`src/common/reader_regs.vh`:
```
// constants for the proximity reader command controller
// What the document requires
// RULE1: modulation-strength command is 43h, type byte, CRC; 01h strong, 00h normal.
// RULE2: card applies new modulation only after unselect or field reset; the card model reports it from the next read.
// RULE3: card lets the modulation setting be rewritten any number of times.
// RULE4: modulation command only after sector 0 first-key authentication.
// RULE5: reader keeps strong modulation unless the system needs normal.
// RULE6: card shows modulation in block 0 manufacturer byte: 20h strong, 00h normal.
// RULE7: authentication opens with 60h or 61h, block address, CRC.
// RULE8: card answers 4-byte challenge; reader sends 8-byte token; card answers 4 bytes.
// RULE9: authentication replies no earlier than n=9; reader times out after 1 ms.
// RULE10: reader waits at least minimum frame delay between authentication parts.
// RULE11: read 30h with address and CRC returns the 16 block bytes.
// RULE12: read reply no earlier than n=9; reader times out after 5 ms.
// RULE13: write A0h: part 1 address and CRC, part 2 sixteen data bytes.
// RULE14: write part 1 times out at 5 ms, part 2 at 10 ms.
// RULE15: reader waits at least minimum frame delay between write parts.
// RULE16: every reader frame ends with the two-byte CRC_A, checked by the card.
// RULE17: authentication identifier is the four bytes of the last cascade level.
// RULE18: card NAKs unauthenticated commands and drops frames with a bad CRC.
`ifndef READER_REGS_VH
`define READER_REGS_VH

`define CODE_AUTH_A     8'h60
`define CODE_AUTH_B     8'h61
`define CODE_READ       8'h30
`define CODE_WRITE      8'hA0
`define CODE_SET_MOD    8'h43
`define MOD_STRONG      8'h01
`define MOD_NORMAL      8'h00
`define ACK_NIBBLE      4'hA

`define OP_AUTH1        3'h0
`define OP_AUTH2        3'h1
`define OP_READ         3'h2
`define OP_WRITE        3'h3
`define OP_SET_MOD      3'h4

`define ST_OK           3'h0
`define ST_NAK          3'h1
`define ST_TIMEOUT      3'h2
`define ST_CRC_ERR      3'h3
`define ST_REFUSED      3'h4
`define ST_BAD_LEN      3'h5

`define CRC_INIT        16'h6363
`define CRC_POLY        16'h8408

`define SEC0_LAST_BLOCK 8'h03
`define BLOCK_BYTES     5'd16
`define TOKEN_BYTES     5'd8
`define CHAL_BITS       8'd32
`define READ_BITS       8'd144
`define NIBBLE_BITS     8'd4
`define RX_MAX_BYTES    5'd18

`define LINK_DIV        3'd7
`define LINK_SAMPLE     3'd3

`define CORE_NS         8
`define FC_KHZ          13560
`define FDT_N           9
`define FDT_MIN_NS      ((((`FDT_N) * 128 + 84) * 1000000 + `FC_KHZ - 1) / `FC_KHZ)
`define FDT_MIN_CYC     ((`FDT_MIN_NS + `CORE_NS - 1) / `CORE_NS)
`define TO_AUTH_MS      1
`define TO_READ_MS      5
`define TO_WR1_MS       5
`define TO_WR2_MS       10
`define TO_MOD_MS       5
`define MS_TO_CYC(ms)   ((ms) * 1000000 / `CORE_NS)

`endif

```
`src/hw/rsp_buf2.v`:
```
// two-entry response byte buffer with valid/ready on both sides
`timescale 1ns/100ps
`default_nettype none
module rsp_buf2 (
  input  wire       i_clk,
  input  wire       i_rst,
  input  wire       i_in_valid,
  output wire       o_in_ready,
  input  wire [8:0] i_in_data,
  output wire       o_out_valid,
  input  wire       i_out_ready,
  output wire [8:0] o_out_data
);
  reg [8:0] mem_r [0:1];
  reg       wr_ptr_r;
  reg       rd_ptr_r;
  reg [1:0] cnt_r;
  wire      push;
  wire      pop;

  assign o_in_ready  = (cnt_r != 2'd2);
  assign o_out_valid = (cnt_r != 2'd0);
  assign o_out_data  = mem_r[rd_ptr_r];
  assign push        = i_in_valid && o_in_ready;
  assign pop         = o_out_valid && i_out_ready;

  always @(posedge i_clk) begin
    if (i_rst) begin
      wr_ptr_r <= 1'b0;
      rd_ptr_r <= 1'b0;
      cnt_r    <= 2'd0;
      mem_r[0] <= 9'h000;
      mem_r[1] <= 9'h000;
    end else begin
      if (push) begin
        mem_r[wr_ptr_r] <= i_in_data;
        wr_ptr_r        <= ~wr_ptr_r;
      end
      if (pop) begin
        rd_ptr_r <= ~rd_ptr_r;
      end
      if (push && !pop) begin
        cnt_r <= cnt_r + 2'd1;
      end else if (pop && !push) begin
        cnt_r <= cnt_r - 2'd1;
      end
    end
  end
endmodule // rsp_buf2
`default_nettype wire

```
`src/hw/reader_link_ctrl.v`:
```
// proximity reader controller: frames commands to the card and collects answers
`timescale 1ns/100ps
`default_nettype none
`include "reader_regs.vh"
module reader_link_ctrl #(
  parameter [20:0] FDT_CYC     = `FDT_MIN_CYC,
  parameter [20:0] TO_AUTH_CYC = `MS_TO_CYC(`TO_AUTH_MS),
  parameter [20:0] TO_READ_CYC = `MS_TO_CYC(`TO_READ_MS),
  parameter [20:0] TO_WR1_CYC  = `MS_TO_CYC(`TO_WR1_MS),
  parameter [20:0] TO_WR2_CYC  = `MS_TO_CYC(`TO_WR2_MS),
  parameter [20:0] TO_MOD_CYC  = `MS_TO_CYC(`TO_MOD_MS)
) (
  input  wire         I_CORE_CLK,
  input  wire         I_SYS_RST,
  input  wire         I_CMD_VALID,
  output wire         O_CMD_READY,
  input  wire [2:0]   I_CMD_OP,
  input  wire         I_CMD_KEY_B,
  input  wire [7:0]   I_CMD_ADDR,
  input  wire         I_CMD_STRONG,
  input  wire         I_ALLOW_NORMAL_MOD,
  input  wire [127:0] I_CMD_DATA,
  output wire         O_RSP_VALID,
  input  wire         I_RSP_READY,
  output wire [7:0]   O_RSP_DATA,
  output wire         O_RSP_LAST,
  output reg          O_DONE,
  output reg  [2:0]   O_STATUS,
  output reg          O_AUTH_SEC0_KEYA,
  output reg          O_LINK_CLK,
  output reg          O_LINK_TX_EN,
  output reg          O_LINK_TX_D,
  input  wire         I_LINK_RX_EN,
  input  wire         I_LINK_RX_D
);
  localparam [2:0] S_IDLE  = 3'h0;
  localparam [2:0] S_GAP   = 3'h1;
  localparam [2:0] S_TX    = 3'h2;
  localparam [2:0] S_WAIT  = 3'h3;
  localparam [2:0] S_RX    = 3'h4;
  localparam [2:0] S_CHECK = 3'h5;
  localparam [2:0] S_DELIV = 3'h6;
  localparam [2:0] S_FIN   = 3'h7;

  localparam [2:0] PH_AUTH1 = 3'h0;
  localparam [2:0] PH_AUTH2 = 3'h1;
  localparam [2:0] PH_READ  = 3'h2;
  localparam [2:0] PH_WR1   = 3'h3;
  localparam [2:0] PH_WR2   = 3'h4;
  localparam [2:0] PH_MOD   = 3'h5;

  reg [2:0]   state_r;
  reg [2:0]   ph_r;
  reg [7:0]   code_r;
  reg [7:0]   arg_r;
  reg [127:0] data_r;
  reg [2:0]   div_r;
  reg [4:0]   tx_idx_r;
  reg [2:0]   tx_bit_r;
  reg [15:0]  tx_crc_r;
  reg [20:0]  gap_cnt_r;
  reg [20:0]  to_cnt_r;
  reg         rx_en_m_r;
  reg         rx_en_s_r;
  reg         rx_d_m_r;
  reg         rx_d_s_r;
  reg [7:0]   rx_sh_r;
  reg [7:0]   rx_nbit_r;
  reg [15:0]  rx_crc_r;
  reg [7:0]   rx_mem_r [0:17];
  reg [4:0]   dv_idx_r;
  reg [4:0]   dv_cnt_r;
  reg [2:0]   res_r;
  reg         pend_keya_r;
  reg [4:0]   pay_len;
  reg [7:0]   tx_byte;
  reg [20:0]  to_lim;
  wire        tick_tx;
  wire        tick_rx;
  wire        buf_in_ready;
  wire        buf_push;
  wire [8:0]  buf_out;

  // one CRC_A step per byte; the same step builds the sent CRC and checks the received one
  function [15:0] crc_a_byte;
    input [15:0] crc;
    input [7:0]  d;
    integer      i;
    reg   [15:0] c;
    begin
      c = crc;
      for (i = 0; i < 8; i = i + 1) begin
        if (c[0] ^ d[i]) begin
          c = (c >> 1) ^ `CRC_POLY;
        end else begin
          c = c >> 1;
        end
      end
      crc_a_byte = c;
    end
  endfunction

  assign tick_tx     = (div_r == `LINK_DIV);
  assign tick_rx     = (div_r == `LINK_SAMPLE);
  assign O_CMD_READY = (state_r == S_IDLE);
  assign buf_push    = (state_r == S_DELIV);
  assign O_RSP_DATA  = buf_out[7:0];
  assign O_RSP_LAST  = buf_out[8];

  // payload length and current outgoing byte; CRC bytes follow the payload
  always @* begin
    case (ph_r)
      PH_AUTH2: pay_len = `TOKEN_BYTES;
      PH_WR2:   pay_len = `BLOCK_BYTES;
      default:  pay_len = 5'd2;
    endcase
    if (tx_idx_r == pay_len) begin
      tx_byte = tx_crc_r[7:0]; // RULE16
    end else if (tx_idx_r == pay_len + 5'd1) begin
      tx_byte = tx_crc_r[15:8]; // RULE16
    end else if (ph_r == PH_AUTH2 || ph_r == PH_WR2) begin
      tx_byte = data_r[{tx_idx_r[3:0], 3'b000} +: 8]; // RULE8 RULE13
    end else if (tx_idx_r == 5'd0) begin
      tx_byte = code_r;
    end else begin
      tx_byte = arg_r;
    end
  end

  always @* begin
    case (ph_r)
      PH_AUTH1: to_lim = TO_AUTH_CYC; // RULE9
      PH_AUTH2: to_lim = TO_AUTH_CYC; // RULE9
      PH_READ:  to_lim = TO_READ_CYC; // RULE12
      PH_WR1:   to_lim = TO_WR1_CYC;  // RULE14
      PH_WR2:   to_lim = TO_WR2_CYC;  // RULE14
      default:  to_lim = TO_MOD_CYC;
    endcase
  end

  // the link clock is a divided core clock, so it runs free and the card can time its replies
  always @(posedge I_CORE_CLK) begin
    if (I_SYS_RST) begin
      div_r      <= 3'd0;
      O_LINK_CLK <= 1'b0;
      rx_en_m_r  <= 1'b0;
      rx_en_s_r  <= 1'b0;
      rx_d_m_r   <= 1'b0;
      rx_d_s_r   <= 1'b0;
    end else begin
      div_r      <= div_r + 3'd1;
      O_LINK_CLK <= (div_r >= 3'd3) && (div_r != `LINK_DIV);
      rx_en_m_r  <= I_LINK_RX_EN;
      rx_en_s_r  <= rx_en_m_r;
      rx_d_m_r   <= I_LINK_RX_D;
      rx_d_s_r   <= rx_d_m_r;
    end
  end

  always @(posedge I_CORE_CLK) begin
    if (I_SYS_RST) begin
      state_r          <= S_IDLE;
      ph_r             <= PH_AUTH1;
      code_r           <= 8'h00;
      arg_r            <= 8'h00;
      data_r           <= 128'h0;
      tx_idx_r         <= 5'd0;
      tx_bit_r         <= 3'd0;
      tx_crc_r         <= `CRC_INIT;
      gap_cnt_r        <= FDT_CYC;
      to_cnt_r         <= 21'd0;
      rx_sh_r          <= 8'h00;
      rx_nbit_r        <= 8'h00;
      rx_crc_r         <= `CRC_INIT;
      dv_idx_r         <= 5'd0;
      dv_cnt_r         <= 5'd0;
      res_r            <= `ST_OK;
      pend_keya_r      <= 1'b0;
      O_DONE           <= 1'b0;
      O_STATUS         <= `ST_OK;
      O_AUTH_SEC0_KEYA <= 1'b0;
      O_LINK_TX_EN     <= 1'b0;
      O_LINK_TX_D      <= 1'b0;
    end else begin
      O_DONE <= 1'b0;
      if (gap_cnt_r != FDT_CYC) begin
        gap_cnt_r <= gap_cnt_r + 21'd1;
      end
      case (state_r)
        S_IDLE: begin
          if (I_CMD_VALID) begin
            data_r   <= I_CMD_DATA;
            arg_r    <= I_CMD_ADDR;
            state_r  <= S_GAP;
            case (I_CMD_OP)
              `OP_AUTH1: begin
                ph_r        <= PH_AUTH1;
                code_r      <= I_CMD_KEY_B ? `CODE_AUTH_B : `CODE_AUTH_A; // RULE7
                pend_keya_r <= !I_CMD_KEY_B && (I_CMD_ADDR <= `SEC0_LAST_BLOCK);
              end
              // the token is computed outside from the last cascade level identifier
              `OP_AUTH2: ph_r <= PH_AUTH2; // RULE8 RULE17
              `OP_READ: begin
                ph_r   <= PH_READ;
                code_r <= `CODE_READ; // RULE11
              end
              `OP_WRITE: begin
                ph_r   <= PH_WR1;
                code_r <= `CODE_WRITE; // RULE13
              end
              `OP_SET_MOD: begin
                ph_r   <= PH_MOD;
                code_r <= `CODE_SET_MOD; // RULE1
                arg_r  <= I_CMD_STRONG ? `MOD_STRONG : `MOD_NORMAL; // RULE1
                // normal modulation needs the explicit system enable
                if (!O_AUTH_SEC0_KEYA || (!I_CMD_STRONG && !I_ALLOW_NORMAL_MOD)) begin // RULE4 RULE5
                  res_r   <= `ST_REFUSED;
                  state_r <= S_FIN;
                end
              end
              default: begin
                res_r   <= `ST_REFUSED;
                state_r <= S_FIN;
              end
            endcase
          end
        end
        S_GAP: begin
          tx_idx_r <= 5'd0;
          tx_bit_r <= 3'd0;
          tx_crc_r <= `CRC_INIT;
          if (gap_cnt_r == FDT_CYC && tick_tx) begin // RULE10 RULE15
            state_r <= S_TX;
          end
        end
        S_TX: begin
          if (tick_tx) begin
            if (tx_idx_r == pay_len + 5'd2) begin
              O_LINK_TX_EN <= 1'b0;
              O_LINK_TX_D  <= 1'b0;
              to_cnt_r     <= 21'd0;
              rx_nbit_r    <= 8'h00;
              rx_crc_r     <= `CRC_INIT;
              gap_cnt_r    <= 21'd0;
              state_r      <= S_WAIT;
            end else begin
              O_LINK_TX_EN <= 1'b1;
              O_LINK_TX_D  <= tx_byte[tx_bit_r];
              tx_bit_r     <= tx_bit_r + 3'd1;
              if (tx_bit_r == 3'd7) begin
                tx_idx_r <= tx_idx_r + 5'd1;
                if (tx_idx_r < pay_len) begin
                  tx_crc_r <= crc_a_byte(tx_crc_r, tx_byte); // RULE16
                end
              end
            end
          end
        end
        S_WAIT, S_RX: begin
          if (state_r == S_WAIT) begin
            to_cnt_r <= to_cnt_r + 21'd1;
          end
          if (state_r == S_WAIT && to_cnt_r == to_lim) begin // RULE9 RULE12 RULE14
            res_r     <= `ST_TIMEOUT;
            gap_cnt_r <= 21'd0;
            state_r   <= S_FIN;
          end else if (tick_rx && rx_en_s_r) begin
            state_r <= S_RX;
            rx_sh_r <= {rx_d_s_r, rx_sh_r[7:1]};
            if (rx_nbit_r != 8'hFF) begin
              rx_nbit_r <= rx_nbit_r + 8'd1;
            end
            if (rx_nbit_r[2:0] == 3'd7 && rx_nbit_r[7:3] < `RX_MAX_BYTES) begin
              rx_mem_r[rx_nbit_r[7:3]] <= {rx_d_s_r, rx_sh_r[7:1]};
              rx_crc_r <= crc_a_byte(rx_crc_r, {rx_d_s_r, rx_sh_r[7:1]}); // RULE16
            end
          end else if (tick_rx && state_r == S_RX) begin
            gap_cnt_r <= 21'd0;
            state_r   <= S_CHECK;
          end
        end
        S_CHECK: begin
          dv_idx_r <= 5'd0;
          dv_cnt_r <= 5'd0;
          state_r  <= S_FIN;
          if (rx_nbit_r == `NIBBLE_BITS) begin
            if (rx_sh_r[7:4] == `ACK_NIBBLE && (ph_r >= PH_WR1)) begin
              res_r <= `ST_OK;
              if (ph_r == PH_WR1) begin
                ph_r    <= PH_WR2; // RULE13
                state_r <= S_GAP;
              end
            end else begin
              res_r <= `ST_NAK;
            end
          end else if ((ph_r == PH_AUTH1 || ph_r == PH_AUTH2) && rx_nbit_r == `CHAL_BITS) begin
            res_r    <= `ST_OK; // RULE8
            dv_cnt_r <= 5'd4;
            state_r  <= S_DELIV;
          end else if (ph_r == PH_READ && rx_nbit_r == `READ_BITS) begin
            if (rx_crc_r == 16'h0000) begin // RULE16
              res_r    <= `ST_OK;
              dv_cnt_r <= `BLOCK_BYTES; // RULE11
              state_r  <= S_DELIV;
            end else begin
              res_r <= `ST_CRC_ERR;
            end
          end else begin
            res_r <= `ST_BAD_LEN;
          end
        end
        S_DELIV: begin
          // a stalled consumer holds the controller here, so no answer byte is dropped
          if (buf_in_ready) begin
            dv_idx_r <= dv_idx_r + 5'd1;
            if (dv_idx_r == dv_cnt_r - 5'd1) begin
              state_r <= S_FIN;
            end
          end
        end
        S_FIN: begin
          O_DONE   <= 1'b1;
          O_STATUS <= res_r;
          state_r  <= S_IDLE;
          if (ph_r == PH_AUTH1 || ph_r == PH_AUTH2) begin
            O_AUTH_SEC0_KEYA <= (ph_r == PH_AUTH2) && (res_r == `ST_OK) && pend_keya_r; // RULE4
          end
        end
        default: state_r <= S_IDLE;
      endcase
    end
  end

  rsp_buf2 u_rsp_buf (
    .i_clk       (I_CORE_CLK),
    .i_rst       (I_SYS_RST),
    .i_in_valid  (buf_push),
    .o_in_ready  (buf_in_ready),
    .i_in_data   ({dv_idx_r == dv_cnt_r - 5'd1, rx_mem_r[dv_idx_r]}),
    .o_out_valid (O_RSP_VALID),
    .i_out_ready (I_RSP_READY),
    .o_out_data  (buf_out)
  );
endmodule // reader_link_ctrl
`default_nettype wire

```
`config.mk`:
```
export PLATFORM = sky130hd
export DESIGN_NAME = reader_link_ctrl
export DESIGN_NICKNAME = d
export VERILOG_FILES = /design/src/hw/rsp_buf2.v /design/src/hw/reader_link_ctrl.v
export VERILOG_INCLUDE_DIRS = /design/src /design/src/common
export SDC_FILE = /design/constraint.sdc
export NUM_CORES = 1
export LEC_CHECK = 0
export BUFFER_PORTS_ARGS = -buffer_cell sky130_fd_sc_hd__buf_2
export CORE_ASPECT_RATIO = 1.2
export CORE_MARGIN = 10
export CORE_UTILIZATION = 60
export DETAILED_ROUTE_END_ITERATION = 7
export PLACE_DENSITY = 0.8
export SETUP_SLACK_MARGIN = 0.2
export SYNTH_ARGS = -nofsm -noshare
export SYNTH_HDL_FRONTEND = slang
export SYNTH_SLANG_ARGS = --single-unit
```
`constraint.sdc`:
```
create_clock -name I_CORE_CLK -period 9.8 [get_ports I_CORE_CLK]
set_clock_uncertainty 0.15 [all_clocks]
set_input_delay 0 -clock I_CORE_CLK [delete_from_list [all_inputs] [get_ports I_CORE_CLK]]
set_output_delay 0 -clock I_CORE_CLK [all_outputs]
set_load 0.01 [all_outputs]
```
# [Yosys cells after proc, flatten, opt, wreduce, memory -nomap -nowiden]
# Memories as Yosys holds them, arrays and structs flattened. A register that Yosys moved wholly into a read port is not among the register bits.
# Index checks and enable logic that the tools add are counted.
# W data, S select, Z words.
[op_classes] div=0 bitwise_logic=35 reduce_logical=60 n_eq_ne=55 n_shift=1 n_mux=203 n_addsub=12 mul=0 order_cmp=6
[op_table] cell="$mux W16" n=102
[op_table] cell="$mux W21" n=9
[op_table] cell="$shiftx A128 B8 Y8" n=1
[op_table] cell="$pmux W21 S2" n=3
[op_table] cell="$mux W8" n=10
[op_table] cell="$mux W3" n=25
[op_table] cell="$pmux W16 S2" n=2
[op_table] cell="$mux W5" n=10
[op_table] cell="$not A2 Y3" n=16
[op_table] cell="$add A21 B1 Y21 const B" n=2
[op_table] cell="$ne A2 B2 Y1 const B" n=20
[op_table] cell="$pmux W8 S4" n=1
[op_table] cell="$pmux W5 S2" n=3
[op_table] cell="$eq A3 B3 Y1 const B" n=9
[op_table] cell="$mux W1" n=25
[op_table] cell="$pmux W3 S2" n=4
[op_table] cell="$eq A21 B14 Y1 const B" n=1
[op_table] cell="$eq A21 B21 Y1" n=1
[op_table] cell="$eq A3 B2 Y1 const B" n=7
[op_table] cell="$ne A21 B14 Y1 const B" n=1
[op_table] cell="$pmux W3 S7" n=1
[op_table] cell="$eq A5 B5 Y1" n=4
[op_table] cell="$reduce_and A6 Y1" n=3
[op_table] cell="$logic_and A1 B1 Y1" n=17
[op_table] cell="45 further kinds" n=95
[word_totals] out_inout_bits=19 latchBits=0 elab_cells=405 ff_bits=281 inputBits=148 ram_bits=162 mem_count=2 mem_bits_ro=0
[mem_list] memory="rx_mem_r" words=18 width=8 read_ports=1 rd_ports_with_merged_regs=1 wr=1 line_no="reader_link_ctrl.v:70" rtl="reg [7:0] rx_mem_r [0:17];"
[mem_list] memory="u_rsp_buf.mem_r" words=2 width=9 read_ports=1 rd_ports_with_merged_regs=1 wr=2 line_no="rsp_buf2.v:14" rtl="reg [8:0] mem_r [0:1];"

# [Depth between registers and ports, before layout]
[depth] depth_word=69 ltp_mapped=14 depth_no_buf=12

# [Cells and area by module]
# A second synthesis with hierarchy kept.
[unflattened] hier_cells=1919 hier_area_um2=19792.7
[by_module_without_submodules] module="reader_link_ctrl" cells_each=1837 n_inst=1 seq_area_each_um2=9849.4 area_each_um2=18764.2
[by_module_without_submodules] module="rsp_buf2" cells_each=82 n_inst=1 seq_area_each_um2=640.6 area_each_um2=1028.5

# [Worst setup path after synthesis]
# OpenSTA, ideal clock, no wires.
[synth_timing] path_kind="flip-flop to flip-flop" from="reg tx_idx_r[1]" to="reg tx_crc_r[2]" path_stages_with_launch=14 period_less_slack_ns=3.613 arrival_ns=3.401 n_path_buf=4 required_time_ns=9.588 setup_ns=0.062 slack_ns=6.187 cell_sequence="dfxtp_1 -> buf_2 -> buf_2 -> buf_2 -> inv_1 -> ha_1 -> and4b_1 -> clkbuf_1 -> a2111o_1 -> o21ai_1 -> mux2i_1 -> xnor2_1 -> or3b_2 -> nand3_1"
[synth_via] elab_chain_cells=48 word_cells_on_any_way=56 classes_between="1 x order compare; 5 x eq/ne; 1 x shift; 45 x mux; 2 x bitwise; 2 x reduce/logical"
[synth_rtl] element="from (decl)" line_no="reader_link_ctrl.v:58" rtl="reg [4:0] tx_idx_r;"
[synth_rtl] element="from (signal assigned)" line_no="reader_link_ctrl.v:251" rtl="tx_idx_r <= tx_idx_r + 5'd1;"
[synth_rtl] element="branches (longest 48 deep; another with $shiftx A128 B8 Y8)"
[synth_rtl] element="to (signal assigned)" line_no="reader_link_ctrl.v:169" rtl="tx_crc_r <= `CRC_INIT;"
[synth_rtl] element="to (signal assigned)" line_no="reader_link_ctrl.v:231" rtl="tx_crc_r <= `CRC_INIT;"
[synth_rtl] element="to (signal assigned)" line_no="reader_link_ctrl.v:253" rtl="tx_crc_r <= crc_a_byte(tx_crc_r, tx_byte);"
[synth_rtl] element="to (decl)" line_no="reader_link_ctrl.v:60" rtl="reg [15:0] tx_crc_r;"
# Several ways; the timed one is not identified. The select of a mux whose other input is x is not followed.
# A chain may end at the register's enable or synchronous reset.

# [Worst setup path after layout]
[layout_timing] from="reg ph_r[2]" to="reg tx_crc_r[0]"
[layout_via] elab_chain_cells=63 word_cells_on_any_way=73 classes_between="2 x add/sub; 1 x order compare; 7 x eq/ne; 59 x mux; 2 x bitwise; 2 x reduce/logical"
[layout_rtl] element="from (decl)" line_no="reader_link_ctrl.v:53" rtl="reg [2:0] ph_r;"
[layout_rtl] element="from (signal assigned)" line_no="reader_link_ctrl.v:163" rtl="ph_r <= PH_AUTH1;"
[layout_rtl] element="from (signal assigned)" line_no="reader_link_ctrl.v:197" rtl="ph_r <= PH_AUTH1;"
[layout_rtl] element="from (signal assigned)" line_no="reader_link_ctrl.v:202" rtl="`OP_AUTH2: ph_r <= PH_AUTH2;"
[layout_rtl] element="$eq A3 B3 Y1 or $eq A3 B1 Y1 (tied branches)" line_no="reader_link_ctrl.v:112, reader_link_ctrl.v:121"
[layout_rtl] element="$pmux W5 S2" line_no="reader_link_ctrl.v:112" rtl="case (ph_r)"
[layout_rtl] element="$add A5 B1 Y5" line_no="reader_link_ctrl.v:119" rtl="end else if (tx_idx_r == pay_len + 5'd1) begin"
[layout_rtl] element="$eq A5 B5 Y1" line_no="reader_link_ctrl.v:119"
[layout_rtl] element="$mux W8" line_no="reader_link_ctrl.v:119"
[layout_rtl] element="$mux W8" line_no="reader_link_ctrl.v:117" rtl="if (tx_idx_r == pay_len) begin"
[layout_rtl] element="$xor A1 B1 Y1" line_no="reader_link_ctrl.v:93" rtl="if (c[0] ^ d[i]) begin"
[layout_rtl] element="$mux W16" line_no="reader_link_ctrl.v:93"
[layout_rtl] element="[47 not listed]"
[layout_rtl] element="$mux W16" line_no="reader_link_ctrl.v:189" rtl="case (state_r)"
[layout_rtl] element="$mux W16" line_no="reader_link_ctrl.v:161" rtl="if (I_SYS_RST) begin"
[layout_rtl] element="$mux W16" line_no="reader_link_ctrl.v:93"
[layout_rtl] element="$mux W16" line_no="reader_link_ctrl.v:252" rtl="if (tx_idx_r < pay_len) begin"
[layout_rtl] element="$mux W16" line_no="reader_link_ctrl.v:250" rtl="if (tx_bit_r == 3'd7) begin"
[layout_rtl] element="$mux W16" line_no="reader_link_ctrl.v:238" rtl="if (tx_idx_r == pay_len + 5'd2) begin"
[layout_rtl] element="$mux W16" line_no="reader_link_ctrl.v:237" rtl="if (tick_tx) begin"
[layout_rtl] element="$pmux W16 S2" line_no="reader_link_ctrl.v:189"
# Several ways; a longest one is shown, not always the timed one. The select of a mux whose other input is x is not followed.

==> results.sh <==
export IMPL_status="finished, final reports clean"
export IMPL_final_antenna_net_count=0
export IMPL_cp_cell_sequence="xnor2_1 > nor2_1 > inv_2 > ha_1 > nand4b_1 > nor2_1 > o31ai_1 > o31ai_1 > o221ai_1 > and4b_1 > nor3_1"
export IMPL_ys_seq_area_frac=0.535
export IMPL_netlist_area_leader_share=0.287
export IMPL_worstPathMaxFanout=13
export IMPL_clk_latency_ps=560
export IMPL_grt_usage=0.310
export IMPL_fmax_mhz=226
export IMPL_grt_pass1_vias=17300
export IMPL_dr_pass1_iters=8
export IMPL_synth_distinct_cells=88
export IMPL_place_congestion=0.943
export IMPL_wl_met3_microns=5950
export IMPL_wl_met2_microns=31200
export IMPL_final_common_cell="nand2_1"
export IMPL_setup_ws_ps=5380
export IMPL_clock_sinks=443
export IMPL_min_period_over_period=0.452
export IMPL_numCtsBuffers=43
export IMPL_drt_initial_drc_count=1840
export IMPL_dp_hpwl_microns=35000
export IMPL_synthesis_nets=2065
export IMPL_syn_inst=1898
export IMPL_placed_cell_area_sq_mm=0.0206
export IMPL_max_vdd_ir_drop_mv=0.186
export IMPL_stdcell_area_sq_mm=0.0244
export IMPL_vias_per_cell=6.37
export IMPL_clockBufferDepth=3
export IMPL_slowest_delay_ps=690
export IMPL_cts_tree="yes"
export IMPL_core_area_sq_mm=0.0323
export IMPL_layout_nets=2419
export IMPL_grt_pass1_wl_microns=98400
export IMPL_highest_layer="met4"
export IMPL_post_route_min_period_ps=4420
export IMPL_dp_worst_setup_slack_ps=5510
export IMPL_overflow=0
export IMPL_h_tree_depth=2
export IMPL_synthToLayoutAreaGrowth_pct=24.7
export IMPL_initial_core_util=0.608
export IMPL_drc=0
export IMPL_final_fill_count=1886
export IMPL_synth_edff_count=162
export IMPL_reg2reg_slack_ps=5380
export IMPL_holdWs_ps=56.1
export IMPL_drv_cap=0
export IMPL_crit_arrival_ps=4730
export IMPL_final_setup_viol_count=0
export IMPL_slowest_stage="o31ai_1"
export IMPL_die_width_microns=185
export IMPL_slew_headroom=0.181
export IMPL_hold_violations=0
export IMPL_crit_path_end_kind="flip-flop"
export IMPL_rsz0062_at_grt="false"
export IMPL_grt_max_degree=118
export IMPL_via_count=17100
export IMPL_synth_area_sq_mm=0.0196
export IMPL_cts_root_buffer="clkbuf_16"
export IMPL_dieArea_sq_mm=0.0403
export IMPL_synth_area_top_cells="dfxtp_1 29%, edfxtp_1 25%, nand2_1 6.9%"
export IMPL_row_count=72
export IMPL_layout_common_cells="360 x nand2_1, 279 x dfxtp_1, 236 x dlygate4sd3_1"
export IMPL_ios=167
export IMPL_syn_area_per_cell_sq_um=10.3
export IMPL_holdCritPathClass="primary input to flip-flop"
export IMPL_drive_gt1_frac=0.172
export IMPL_yosys_warnings=0
export IMPL_synth_top_cell_by_area="dfxtp_1"
export IMPL_die_h_microns=218
export IMPL_finalSetupTns_ps=0
export IMPL_portBuffers=166
export IMPL_routed_wl_microns=63500
export IMPL_clk_pin_slew_ps=70
export IMPL_leakage_nw=9.06
export IMPL_synthFlopType="dfxtp_1"
export IMPL_wl_per_cell_microns=23.6
export IMPL_critical_path_class="flip-flop to flip-flop"
export IMPL_wl_met1_microns=22000
export IMPL_power_density_mw_per_mm2=210
export IMPL_path_buf_inv=1
export IMPL_ys_ff_latch=443
export IMPL_worst_setup_path_start_kind="flip-flop"
export IMPL_critPathTopFamily="simple AND/OR/NAND/NOR gates"
export IMPL_crit_required_ps=10100
export IMPL_slew_viol_final=0
export IMPL_tightest_slew_ps=1230
export IMPL_async_flop_share=0
export IMPL_antenna_found_initial=0
[worst min-delay path, stage by stage]
cell and delay [ps]:
dlygate4sd3_1 520, buf_2 90, nor2b_1 120
[state kept, by name, summed over array words and instances, names as in the netlist, 2 cells and up, named ones only]
signal	flops
rx_crc_r	16
O_STATUS	3
ph_r	3
arg_r	8
u_rsp_buf.mem_r	18
u_rsp_buf.cnt_r	2
tx_bit_r	3
rx_nbit_r	8
rx_sh_r	7
code_r	6
tx_crc_r	16
gap_cnt_r	21
to_cnt_r	21
data_r	128
dv_idx_r	5
rx_mem_r	144
dv_cnt_r	2
div_r	3
tx_idx_r	5
res_r	3
state_r	3
[cell usage after synthesis, drive strengths merged (3+ instances only)]
cell type    n
o22a         3
nand3       45
o31a         3
nand4b       3
or3         12
o22ai       19
xor2        44
nor3        25
a211oi      11
nor4        19
a221oi       3
nand2      361
nand4       14
mux4        59
o21ai       34
nor2       175
and4b        3
o2111ai      3
o31ai        4
nor4bb       4
and3        17
a22o        10
mux2        37
inv         24
a31oi        4
a21oi      185
o21bai      14
nor4b        4
or2         14
a211o        4
mux2i       31
dfxtp      281
nand3b       8
buf         18
ha          19
edfxtp     162
xnor2       47
nor3b        8
nand2b      15
nor2b       11
or3b         3
clkbuf      95
a21o         3
and2         3
a22oi        6
[cell families after synthesis]
| family | after synthesis | synth area share |
|---|---|---|
| flip-flops | 443 | 0.535 |
| AO/OA/AOI/OAI | 329 | 0.103 |
| buffers and inverters | 138 | 0.0306 |
| adder cells (fa/ha/maj) | 19 | 0.0121 |
| XOR/XNOR | 91 | 0.0407 |
| AND/OR/NAND/NOR | 751 | 0.173 |
| multiplexers | 127 | 0.105 |
[cell type report]
| cell class | count | area [sq um] | area share |
|---|---|---|---|
| sequential | 443 | 10500 | 0.429 |
| inverter | 25 | 93.8 | 0.00384 |
| tap | 407 | 509 | 0.0208 |
| multi-input combinational | 1317 | 8520 | 0.349 |
| antenna | 2 | 5.00 | 0.000205 |
| timing repair buffer | 422 | 3350 | 0.137 |
| clock buffer | 61 | 1250 | 0.0513 |
| clock inverter | 17 | 209 | 0.00855 |
[repair_timing]
item | CTS | global route
hold buffers | 236 | 0
setup buffers | 0 | 0
hold endpoints to repair | 188 | 0
gates resized for setup | 0 | 0
[path summary, 6_finish.rpt]
check                    start           to  cells past startpoint
setup / recovery       ph_r[2]  tx_crc_r[0]                     11
hold / removal    I_LINK_RX_EN    rx_en_m_r                      3
setup reg to reg       ph_r[2]  tx_crc_r[0]                     11
hold reg to reg       rx_d_m_r     rx_d_s_r                      1
[where the power goes]
| part | total (mW) | leakage, nW | switching [mW] | internal [mW] |
|---|---|---|---|---|
| Clock | 1.73 | 0.718 | 0.728 | 1.00 |
| Combinational | 1.21 | 4.54 | 0.716 | 0.494 |
| Sequential | 2.20 | 3.81 | 0.148 | 2.05 |
| Total | 5.14 | 9.06 | 1.59 | 3.55 |
[per-stage QoR]
step | std cells | util | total power, mW
final | 2694 | 0.758 | 5.14
after global routing | 2692 | 0.758 | 5.30
after CTS | 2692 | 0.758 | 5.01
after detailed placement | 2378 | 0.639 | 3.15
after global placement | 2378 | 0.639 | 3.12
after floorplan | 1898 | - | 2.91
[per-layer routing]
metal  vias up  track usage
met2      1246        0.529
met4         0        0.187
li1       7448            -
met3       341       0.0697
met5         -            0
met1      8113        0.346
(Power assumes the default switching activity.)
